### src/common/output_volume_control_consts.vh
// constants for the output volume control register bank
`ifndef OUTPUT_VOLUME_CONTROL_CONSTS_VH
`define OUTPUT_VOLUME_CONTROL_CONSTS_VH

// register indices; byte address is four times the index
`define OVC_IDX_PHONES_LEFT   8'h39
`define OVC_IDX_PHONES_RIGHT  8'h3a
`define OVC_IDX_LINE_LEFT     8'h3b
`define OVC_IDX_LINE_RIGHT    8'h3c
`define OVC_IDX_CONTROL       8'h3d
`define OVC_IDX_STATUS        8'h3e

// channel register fields
`define OVC_BIT_SILENCE       8
`define OVC_BIT_COMMIT        7
`define OVC_BIT_ZC_ENABLE     6
`define OVC_GAIN_MSB          5
`define OVC_GAIN_LSB          0

// control register fields
`define OVC_BIT_TIMEOUT_EN    0

// reset values
`define OVC_RST_PHONES_GAIN   6'h2d
`define OVC_RST_LINE_GAIN     6'h39
`define OVC_RST_SILENCE       1'h0
`define OVC_RST_ZC_ENABLE     1'h0
`define OVC_RST_TIMEOUT_EN    1'h0

// zero-cross timeout: 1000 us at a 100 MHz clock, sized for the 17-bit counter
`define OVC_ZC_TIMEOUT_CYCLES 17'h186a0

// register selector codes
`define OVC_SEL_CONTROL       3'h4
`define OVC_SEL_STATUS        3'h5
`define OVC_SEL_NONE          3'h7

// bus responses
`define OVC_RESP_OKAY         2'h0
`define OVC_RESP_SLVERR       2'h2

`endif

### src/hdl/output_volume_control.v
// output volume and mute control for the phones and line output pairs
//
// Added by the designer: the AXI4-Lite register port.
`timescale 1ns/1ps
`include "output_volume_control_consts.vh"

module output_volume_control #(
	parameter [16:0] ZC_TIMEOUT_CYCLES = `OVC_ZC_TIMEOUT_CYCLES
) (
	input  wire        aclk,
	input  wire        aresetn,
	input  wire [9:0]  s_axi_awaddr,
	input  wire        s_axi_awvalid,
	output wire        s_axi_awready,
	input  wire [31:0] s_axi_wdata,
	input  wire [3:0]  s_axi_wstrb,
	input  wire        s_axi_wvalid,
	output wire        s_axi_wready,
	output wire [1:0]  s_axi_bresp,
	output wire        s_axi_bvalid,
	input  wire        s_axi_bready,
	input  wire [9:0]  s_axi_araddr,
	input  wire        s_axi_arvalid,
	output wire        s_axi_arready,
	output wire [31:0] s_axi_rdata,
	output wire [1:0]  s_axi_rresp,
	output wire        s_axi_rvalid,
	input  wire        s_axi_rready,
	input  wire        phones_left_pin_zero_cross,
	input  wire        phones_right_pin_zero_cross,
	input  wire        line_left_pin_zero_cross,
	input  wire        line_right_pin_zero_cross,
	output wire [5:0]  phones_left_pin_gain,
	output wire [5:0]  phones_right_pin_gain,
	output wire [5:0]  line_left_pin_gain,
	output wire [5:0]  line_right_pin_gain,
	output wire        phones_left_pin_silence,
	output wire        phones_right_pin_silence,
	output wire        line_left_pin_silence,
	output wire        line_right_pin_silence
);

////////////////////////////////////////////////////////////////////////////////
// address decode

// map a byte address to a register selector; low two bits ignored
// registers sit at word indices, so the byte address is four times the index
// channel selectors 0 to 3 follow the order of the generate loop below
function [2:0] reg_sel;
	input [9:0] addr;
	begin
		case (addr[9:2])
			`OVC_IDX_PHONES_LEFT:  reg_sel = 3'h0;
			`OVC_IDX_PHONES_RIGHT: reg_sel = 3'h1;
			`OVC_IDX_LINE_LEFT:    reg_sel = 3'h2;
			`OVC_IDX_LINE_RIGHT:   reg_sel = 3'h3;
			`OVC_IDX_CONTROL:      reg_sel = `OVC_SEL_CONTROL;
			`OVC_IDX_STATUS:       reg_sel = `OVC_SEL_STATUS;
			default:               reg_sel = `OVC_SEL_NONE;
		endcase
	end
endfunction

////////////////////////////////////////////////////////////////////////////////
// bus write side state
// each write channel is a one-deep holding slot; a master may offer
// address and data in either order and the write waits for both

reg        aw_full_reg;    // write address held
reg [9:0]  aw_addr_reg;    // held write address
reg        w_full_reg;     // write data held
reg [31:0] w_data_reg;     // held write data
reg [3:0]  w_strb_reg;     // held byte enables
reg        bvalid_reg;     // write response pending
reg [1:0]  bresp_reg;      // write response code

// bus read side state
// a single answer slot; the next read address waits until it is collected
reg        rvalid_reg;     // read data pending
reg [31:0] rdata_reg;      // read data word
reg [1:0]  rresp_reg;      // read response code

// block state shared by all channels
// flat vectors carry per-channel state out of the generate loop
reg        timeout_en_reg; // zc_timeout_enable
wire [35:0] field_flat;    // stored channel words, 9 bits each
wire [23:0] applied_flat;  // gains in force at the pins
wire [3:0]  pending_flat;  // channel holds a gain not yet applied
wire [3:0]  zc_in;         // zero-cross events per channel

// crossing detectors arrive already synchronous to the system clock
assign zc_in = {line_right_pin_zero_cross, line_left_pin_zero_cross,
	phones_right_pin_zero_cross, phones_left_pin_zero_cross};

////////////////////////////////////////////////////////////////////////////////
// handshake outputs

// address and data are taken independently, one of each at a time
assign s_axi_awready = !aw_full_reg;
assign s_axi_wready  = !w_full_reg;
assign s_axi_bvalid  = bvalid_reg;
assign s_axi_bresp   = bresp_reg;
// no new read is taken until the previous answer is collected
assign s_axi_arready = !rvalid_reg;
assign s_axi_rvalid  = rvalid_reg;
assign s_axi_rdata   = rdata_reg;
assign s_axi_rresp   = rresp_reg;

////////////////////////////////////////////////////////////////////////////////
// write decode

wire       wr_fire;        // register write happens this cycle
wire [2:0] wr_sel;         // target of the held address
wire [1:0] commit;         // pair commit strobe: bit 0 phones, bit 1 line

// the write waits until the last response has been taken
// so a slow bready stalls further writes instead of losing a response
assign wr_fire = aw_full_reg && w_full_reg && !bvalid_reg;
assign wr_sel  = reg_sel(aw_addr_reg);

// commit is a pure strobe, never stored
// selectors 0 and 1 form the phones pair, 2 and 3 the line pair; a write
// with bit 7 clear moves an applied gain only by clearing the zc enable of a waiting channel
assign commit[0] = wr_fire && w_strb_reg[0] && w_data_reg[`OVC_BIT_COMMIT] &&
	(wr_sel[2:1] == 2'h0);
assign commit[1] = wr_fire && w_strb_reg[0] && w_data_reg[`OVC_BIT_COMMIT] &&
	(wr_sel[2:1] == 2'h1);

////////////////////////////////////////////////////////////////////////////////
// bus channel capture and write response
// a slot fills when its channel handshakes and empties when the write executes

always @(posedge aclk) begin
	if (!aresetn) begin
		aw_full_reg <= 1'b0;
		aw_addr_reg <= 10'h000;
		w_full_reg  <= 1'b0;
		w_data_reg  <= 32'h00000000;
		w_strb_reg  <= 4'h0;
		bvalid_reg  <= 1'b0;
		bresp_reg   <= `OVC_RESP_OKAY;
	end else begin
		// capture address
		if (s_axi_awvalid && !aw_full_reg) begin
			aw_full_reg <= 1'b1;
			aw_addr_reg <= s_axi_awaddr;
		end else if (wr_fire) begin
			aw_full_reg <= 1'b0;
		end
		// capture data
		if (s_axi_wvalid && !w_full_reg) begin
			w_full_reg <= 1'b1;
			w_data_reg <= s_axi_wdata;
			w_strb_reg <= s_axi_wstrb;
		end else if (wr_fire) begin
			w_full_reg <= 1'b0;
		end
		// response; unmapped or status writes are refused with an error
		if (wr_fire) begin
			bvalid_reg <= 1'b1;
			if (wr_sel == `OVC_SEL_NONE || wr_sel == `OVC_SEL_STATUS) begin
				bresp_reg <= `OVC_RESP_SLVERR;
			end else begin
				bresp_reg <= `OVC_RESP_OKAY;
			end
		end else if (s_axi_bready) begin
			bvalid_reg <= 1'b0;
		end
	end
end

////////////////////////////////////////////////////////////////////////////////
// control register
// only bit 0 is kept; the other bits read back as zero
// clearing the enable freezes every running timeout count where it stands

always @(posedge aclk) begin
	if (!aresetn) begin
		timeout_en_reg <= `OVC_RST_TIMEOUT_EN;
	end else if (wr_fire && wr_sel == `OVC_SEL_CONTROL && w_strb_reg[0]) begin
		timeout_en_reg <= w_data_reg[`OVC_BIT_TIMEOUT_EN];
	end
end

////////////////////////////////////////////////////////////////////////////////
// per-channel storage, zero-cross gating and timeout
// each channel keeps three gains: the stored code, the committed target and
// the code in force at the pin; only the last one reaches the output stage

genvar c;
generate
	for (c = 0; c < 4; c = c + 1) begin : chan
		// phones channels 0 and 1, line channels 2 and 3
		localparam [5:0] RST_GAIN = (c < 2) ? `OVC_RST_PHONES_GAIN :
			`OVC_RST_LINE_GAIN;
		reg  [8:0]  field_reg;   // silence, zero (commit), zc enable, gain
		reg  [5:0]  applied_reg; // gain driven to the pin
		reg  [5:0]  target_reg;  // committed gain awaiting a crossing
		reg         pending_reg; // target not yet applied
		reg  [16:0] tmo_reg;     // cycles waited for a crossing
		reg  [8:0]  field_next;
		wire        hit;         // this channel's register is written
		wire        pair_commit; // commit of the pair this channel belongs to
		wire        expired;     // timeout reached

		assign hit         = wr_fire && (wr_sel == c);
		assign pair_commit = commit[c / 2];
		assign expired     = timeout_en_reg &&
			(tmo_reg == ZC_TIMEOUT_CYCLES - 17'h00001);

		// byte lanes: lane 0 holds zc and gain, lane 1 holds silence
		// bit 7 is stored as zero so the commit strobe never reads back as one
		always @* begin
			field_next = field_reg;
			if (hit && w_strb_reg[0]) begin
				field_next[7:0] = {1'b0, w_data_reg[6:0]};
			end
			if (hit && w_strb_reg[1]) begin
				field_next[`OVC_BIT_SILENCE] = w_data_reg[`OVC_BIT_SILENCE];
			end
		end

		// gain only moves on a commit; the stored code alone changes nothing
		// the committing write brings its own zc enable, the partner uses its
		// stored one; a new commit while waiting restarts the wait
		always @(posedge aclk) begin
			if (!aresetn) begin
				field_reg   <= {`OVC_RST_SILENCE, 1'b0, `OVC_RST_ZC_ENABLE,
					RST_GAIN};
				applied_reg <= RST_GAIN;
				target_reg  <= RST_GAIN;
				pending_reg <= 1'b0;
				tmo_reg     <= 17'h00000;
			end else begin
				field_reg <= field_next;
				if (pair_commit) begin
					target_reg <= field_next[`OVC_GAIN_MSB:`OVC_GAIN_LSB];
					tmo_reg    <= 17'h00000;
					if (field_next[`OVC_BIT_ZC_ENABLE]) begin
						// hold until this channel's own crossing
						pending_reg <= 1'b1;
					end else begin
						// zc off: the new code goes straight to the pin
						applied_reg <= field_next[`OVC_GAIN_MSB:`OVC_GAIN_LSB];
						pending_reg <= 1'b0;
					end
				end else if (pending_reg) begin
					// a cleared zc enable releases the wait at once
					if (zc_in[c] || expired || !field_reg[`OVC_BIT_ZC_ENABLE]) begin
						applied_reg <= target_reg;
						pending_reg <= 1'b0;
						tmo_reg     <= 17'h00000;
					end else if (timeout_en_reg) begin
						// count only while the timeout is enabled
						tmo_reg <= tmo_reg + 17'h00001;
					end
				end
			end
		end

		// export channel state to the shared read and pin logic
		assign field_flat[c*9 +: 9]   = field_reg;
		assign applied_flat[c*6 +: 6] = applied_reg;
		assign pending_flat[c]        = pending_reg;
	end
endgenerate

////////////////////////////////////////////////////////////////////////////////
// read path
// the answer is captured in the cycle the address is taken,
// so a later write cannot change a read already under way

wire [2:0] rd_sel;         // target of the read address
reg  [31:0] rd_word;       // word for the addressed register
reg  [1:0]  rd_resp;       // response for the addressed register

assign rd_sel = reg_sel(s_axi_araddr);

// commit bit is held zero in storage, so it reads back 0
always @* begin
	rd_word = 32'h00000000;
	rd_resp = `OVC_RESP_OKAY;
	case (rd_sel)
		3'h0, 3'h1, 3'h2, 3'h3: begin
			rd_word = {23'h000000, field_flat[rd_sel[1:0]*9 +: 9]};
		end
		`OVC_SEL_CONTROL: begin
			rd_word = {31'h00000000, timeout_en_reg};
		end
		`OVC_SEL_STATUS: begin
			rd_word = {28'h0000000, pending_flat};
		end
		default: begin
			// unmapped reads return zero with an error
			rd_resp = `OVC_RESP_SLVERR;
		end
	endcase
end

// one-cycle read answer, held until rready
always @(posedge aclk) begin
	if (!aresetn) begin
		rvalid_reg <= 1'b0;
		rdata_reg  <= 32'h00000000;
		rresp_reg  <= `OVC_RESP_OKAY;
	end else if (s_axi_arvalid && !rvalid_reg) begin
		rvalid_reg <= 1'b1;
		rdata_reg  <= rd_word;
		rresp_reg  <= rd_resp;
	end else if (s_axi_rready) begin
		rvalid_reg <= 1'b0;
	end
end

////////////////////////////////////////////////////////////////////////////////
// pin drive; gain code n means (n - 57) dB at the output stage
// so 111001 is unity gain and the all-ones code is the top of the range

assign phones_left_pin_gain     = applied_flat[5:0];
assign phones_right_pin_gain    = applied_flat[11:6];
assign line_left_pin_gain       = applied_flat[17:12];
assign line_right_pin_gain      = applied_flat[23:18];
// mute acts at once, it does not wait for commit or crossing
assign phones_left_pin_silence  = field_flat[8];
assign phones_right_pin_silence = field_flat[17];
assign line_left_pin_silence    = field_flat[26];
assign line_right_pin_silence   = field_flat[35];

endmodule

### config.mk
export PLATFORM = sky130hd
export DESIGN_NAME = output_volume_control
export DESIGN_NICKNAME = d
export VERILOG_FILES = /design/src/hdl/output_volume_control.v
export VERILOG_INCLUDE_DIRS = /design/src /design/src/common
export SDC_FILE = /design/constraint.sdc
export NUM_CORES = 1
export LEC_CHECK = 0
export BUFFER_PORTS_ARGS = -buffer_cell sky130_fd_sc_hd__buf_2
export CAP_MARGIN = 20
export CORE_MARGIN = 2
export CORE_UTILIZATION = 52
export DETAILED_ROUTE_END_ITERATION = 10
export PLACE_DENSITY = 0.74
export SLEW_MARGIN = 20
export SYNTH_ARGS = -nofsm -noshare
export SYNTH_HDL_FRONTEND = slang
export SYNTH_SLANG_ARGS = --single-unit
### constraint.sdc
create_clock -name aclk -period 2.3 [get_ports aclk]
set_clock_uncertainty 0.2 [all_clocks]
set_input_delay 0.23 -clock aclk [delete_from_list [all_inputs] [get_ports aclk]]
set_output_delay 0.23 -clock aclk [all_outputs]
set_load 0.1 [all_outputs]
Word level (Yosys, flattened, before mapping) --
Cells that the tools add are included. W data, S select, Z words.
Cells by class: multipliers 1, shifts and indexed selects 1, mux-type cells 56, add/subtract/negate cells 4, div/mod/pow operators 0, bitwise gates (word level) 1, reductions and logical operators 75, equal/unequal tests 32, order comparisons 0
Operator list (number):
- $mux W17 | 8
- $eq A8 B6 Y1 const B | 12
- $mux W6 | 16
- $add A17 B1 Y17 const B | 4
- $eq A17 B17 Y1 const B | 4
- $pmux W3 S6 | 2
- $shiftx A36 B7 Y9 | 1
- $reduce_bool A2 Y1 | 16
- $mux W7 | 4
- $logic_and A1 B1 Y1 | 27
- $pmux W9 S3 | 1
- $mux W1 | 23
- $eq A3 B3 Y1 const B | 5
- $eq A3 B2 Y1 const B | 4
- $reduce_and A3 Y1 | 4
- $logic_or A1 B1 Y1 | 9
- $logic_not A1 Y1 | 8
- $ne A2 B2 Y1 const B | 4
- $reduce_and A2 Y1 | 4
- $eq A3 B1 Y1 const B | 2
- $logic_not A3 Y1 | 2
- $mul A2 B4 Y6 const B | 1
- $reduce_or A6 Y1 | 1
- $mux W2 | 2
- other kinds (5) | 6
Storage, ports and cells: output and inout port bits 69, bits in read-only memories 0, register bits after elaboration 214, memory bits (writable) 0, memories 0, latch bits 0

Depth between registers and ports, before layout --
word-level depth 8, mapped depth 9, depth with buffers taken out 6

Worst setup path after synthesis --
No wires, ideal clock.
path type reg-to-reg, start reg bvalid_reg, in the netlist s_axi_bvalid, end reg chan[2].applied_reg[1], in the netlist line_left_pin_gain[1], clock period less this slack 2759 ps, setup slack -459 ps, path buffers 2, arrival time 2435 ps, setup time 123 ps, cell stages (with the launch flop) 8, cells stage by stage dfxtp_1 -> and4b_1 -> buf_4 -> nand4_1 -> buf_4 -> mux2i_1 -> a22oi_2 -> mux2_1
Between the ends: longest elaborated chain between the ends 7
RTL lines:
- start, declared | RTL line output_volume_control.v:74 | reg bvalid_reg;
- start signal, assigned | RTL line output_volume_control.v:140 | bvalid_reg <= 1'b0;
- start signal, assigned | RTL line output_volume_control.v:160 | bvalid_reg <= 1'b1;
- start signal, assigned | RTL line output_volume_control.v:167 | bvalid_reg <= 1'b0;
- $logic_not A1 Y1 (*) | RTL line output_volume_control.v:118 | assign wr_fire = aw_full_reg && w_full_reg && !bvalid_reg;
- $logic_and A1 B1 Y1 (*) | RTL line output_volume_control.v:118
- $logic_and A1 B1 Y1 (on tied branches) | RTL line output_volume_control.v:206, output_volume_control.v:126
- $logic_and A1 B1 Y1 (on tied branches) | RTL line output_volume_control.v:215, output_volume_control.v:126
- $mux W7 or $logic_and A1 B1 Y1 (tied branches) | RTL line output_volume_control.v:215, output_volume_control.v:126
- $ne A2 B2 Y1 (no source line) (tied with other cells)
- $reduce_and A3 Y1 (no source line) or $mux W6 (tied branches)
- end signal, assigned | RTL line output_volume_control.v:244 | applied_reg <= field_next[`OVC_GAIN_MSB:`OVC_GAIN_LSB];
- end signal, assigned | RTL line output_volume_control.v:250 | applied_reg <= target_reg;
- end, declared | RTL line output_volume_control.v:197 | reg [5:0] applied_reg;
Every way passes the cells marked *; elsewhere a longest branch is shown, timed or not. The select of a mux whose other input is x is not followed. A chain may end at the register's enable or synchronous reset.

Worst setup path in the final report --
start reg chan[1].tmo_reg[5], end reg chan[1].applied_reg[3], in the netlist phones_right_pin_gain[3]
Between the ends: longest elaborated chain between the ends 6
RTL lines:
- start, declared | RTL line output_volume_control.v:200 | reg [16:0] tmo_reg;
- start signal, assigned | RTL line output_volume_control.v:255 | tmo_reg <= tmo_reg + 17'h00001;
- $eq A17 B17 Y1 | RTL line output_volume_control.v:209 | (tmo_reg == ZC_TIMEOUT_CYCLES - 17'h00001);
- $logic_and A1 B1 Y1 | RTL line output_volume_control.v:208 | assign expired = timeout_en_reg &&
- $logic_or A1 B1 Y1 (2 in series) | RTL line output_volume_control.v:249 | if (zc_in[c] || expired || !field_reg[`OVC_BIT_ZC_ENABLE]) begin
- $reduce_bool A2 Y1 (no source line)
- $reduce_and A3 Y1 (no source line)
- end signal, assigned | RTL line output_volume_control.v:244
- end signal, assigned | RTL line output_volume_control.v:250
- end, declared | RTL line output_volume_control.v:197
Every way passes these cells.

==> run_results.csv <==
group,metric,value,unit
clocking,clock-sinks,186,
yosys,ys_seq_elements,186,
sta,setup_violations,0,
yosys,synthTopCellsByCount,"186 x dfxtp_1, 130 x nor2_1, 94 x nand2_1",
critical_path,critPathKind,"reg2reg",
clocking,cts_buffers,17,
yosys,synth-async-reset-ratio,0,
yosys,synth.most_common_cell,"dfxtp_1",
hold_path,hp-class,"in2reg",
power_and_ir_drop,intPower,0.00527,W
route,wirelength,21100,microns
route,ant_nets,0,
critical_path,ff2ff_setup_slack,0.07,ns
critical_path,crit_path_end_kind,"register",
clocking,clock_path_buffers,2,
power_and_ir_drop,vdd_drop_max,0.000577,V
grt,use_met3,0.0438,
die,die_w,134,microns
clocking,cts-root-buf,"clkbuf_16",
power_and_ir_drop,p_per_area,669,nW/um^2
grt,use_met1,0.316,
sta,period_minus_slack,2.23,ns
die,die_area,18100,sq um
cells_and_area,largest_reg_flops,68,
route,avgRoutedWirePerCell,15.8,microns
flow_run,cap_violations,0,
power_and_ir_drop,switchingPower,0.00179,W
cells_and_area,post-route-util,0.637,
route,drt_iter0_markers,445,
critical_path,critPathMaxFanout,6,
grt,grt_usage,0.239,
sta,max_freq,449,MHz
placed_design,dp_hpwl,14800,microns
clocking,cts_tree,"built",
yosys,synth_ff_type,"dfxtp_1",
grt,antenna_found_initial,1,
yosys,avgSynthCellArea,9.05,sq um
sta,fin_crit_sh,0.969,
critical_path,cpPeakStageDelay,0.51,ns
clocking,ctsHtreeMaxLevel,4,
yosys,ys_seq_area_frac,0.421,
power_and_ir_drop,clkPwrFrac,0.446,
die,initial_utilization,0.533,
yosys,synth_edf_count,0,
power_and_ir_drop,seqPwrFrac,0.466,
critical_path,critPathRequiredTime,2.42,ns
cells_and_area,drive_above_1_share,0.197,
sta,max_slew_margin,0.542,
sta,slew_violations,0,
clocking,insertion_delay,0.44,ns
placed_design,io_buffers,80,
grt,grt_pass1_vias,6900,
sta,finalSetupTns,0,ns
clocking,path_clk_slew,0.07,ns
die,io_pins,136,
critical_path,crit_path_cell_trace,"or4_1 > or3_4 > o21ai_4 > a22oi_4 > mux2_4",
die,fp-row-count,47,
cells_and_area,n_antenna_cell,0,
critical_path,slowest_stage,"or4_1",
route,drc,0,
critical_path,critPathLaunchType,"register",
yosys,syn_area,8840,sq um
grt,grt_first_pass_wirelength,34400,microns
yosys,yosys_warnings,0,
route,first_pass_iters,5,
yosys,yosys.area.top_type,"dfxtp_1",
power_and_ir_drop,comb_power_share,0.088,
grt,busiest_layer,"met2",
critical_path,cp.arrival,2.35,ns
grt,grt_max_degree,26,
sta,hold_viol_final,0,
power_and_ir_drop,p_leak,4.26,nW
die,core,16600,sq um
route,vias,7248,
yosys,synth_cells,977,
route,viasPerCell,5.43,
grt,met2_usage,0.393,
grt,grt_overflow_total,0,
placed_design,place_congestion,0.933,
power_and_ir_drop,total_power,0.00707,W
yosys,synth_cell_types,81,
yosys,yosys-top-cells-area,"dfxtp_1 42%, mux2i_1 6.3%, nor2_1 5.5%, xnor2_1 4.5%, nand2_1 4.0%",
sta,worst_slew_pin_slew,0.683,ns
cells_and_area,area.growth.synth_to_final,19.5,%
die,die_h,134,microns
power_and_ir_drop,p_sw_frac,0.254,
cells_and_area,fin_nets,1174,
yosys,synth_top_area_share,0.421,
outcome,status,"finished clean",
## metrics by stage
stage	hold WS, ns	std cells	cell area, sq um	worst slack (ns)
2_1_floorplan	0.129	1002	8940	0.0198
3_3_place_gp	0.224	1276	9620	0.0684
3_5_place_dp	0.220	1276	9620	0.0222
4_1_cts	0.0175	1332	10500	0.0104
5_1_grt	0.0668	1336	10600	-0.00335
6_report	0.0322	1336	10600	0.0708
## critical path, delay by kind of cell (launching register included)
| family | cells | cell delay, ns |
|---|---|---|
| and+or+nand+nor | 2 | 0.91 |
| DFF | 1 | 0.33 |
| muxes | 1 | 0.32 |
| AOI/OAI and AO/OA | 2 | 0.36 |
## kinds of logic after synthesis
| group | Yosys count | synth area share |
|---|---|---|
| and+or+nand+nor | 404 | 0.235 |
| DFF | 186 | 0.421 |
| AOI/OAI and AO/OA | 145 | 0.120 |
| buffers and inverters | 96 | 0.0586 |
| muxes | 80 | 0.0978 |
| xor gates and xnor gates | 61 | 0.0605 |
| adders and majority gates | 4 | 0.00566 |
| other | 1 | 0.000424 |
## cell usage in the layout (no fill, tap or decap), types with 6 or more instances in the layout
master,instances
dfxtp_1,181
nor2_1,130
nand2_1,93
buf_2,80
mux2i_1,54
xnor2_1,45
buf_4,44
o21ai_0,29
a21oi_1,28
conb_1,26
nor2b_1,24
dlygate4sd3_1,24
inv_1,22
nor3_1,22
nand4_1,21
o211ai_1,18
nand3_1,18
clkbuf_16,17
nand2b_1,16
xor2_1,16
a22oi_1,12
nor4_1,12
mux2_1,10
and2_1,9
and3_1,7
mux2_2,7
mux2_4,6
buf_12,6
## repair_timing
item                       in CTS  in global routing
setup endpoints to repair       0                 25
hold endpoints to repair       23                  0
hold buffers                   24                  0
gates resized for setup         0                 16
setup buffers                   0                  4
## path summary, 6_finish.rpt
path,startpoint,end,cells after the start
worst max-delay path,chan[1].tmo_reg[5]$_SDFFE_PP0P_,phones_right_pin_gain[3]$_SDFFE_PN1P_,5
worst min-delay path,phones_left_pin_zero_cross,chan[0].pending_reg$_SDFF_PN0_,4
worst max register to register,chan[1].tmo_reg[5]$_SDFFE_PP0P_,phones_right_pin_gain[3]$_SDFFE_PN1P_,5
worst min register to register,s_axi_rdata[0]$_SDFFE_PN0P_,s_axi_rdata[0]$_SDFFE_PN0P_,2
## power by group through the flow
stage	clock, W	sequential, W	combinational (W)
CTS	0.00319	0.00329	0.000615
global placement	0	0.00336	0.000578
finish	0.00315	0.00329	0.000620
floorplan	0	0.00337	0.000465
global route	0.00332	0.00329	0.000657
detailed placement	0	0.00336	0.000581
## layer usage
layer	up-vias	part of all wire
met5	-	0.00038
li1	3596	-
met1	3441	0.46
met4	2	0.023
met3	37	0.048
met2	172	0.47
## cell type report
class / count / area [sq um]
repair buffers: 156 / 1110
inverters: 22 / 82.6
flip-flops and latches: 186 / 3730
multi-input cells: 720 / 4720
clock buffers: 19 / 443
well taps: 220 / 275
fillers: 1390 / 6030
clock inverters: 13 / 190
No activity file was read; power rests on OpenSTA's default activity.
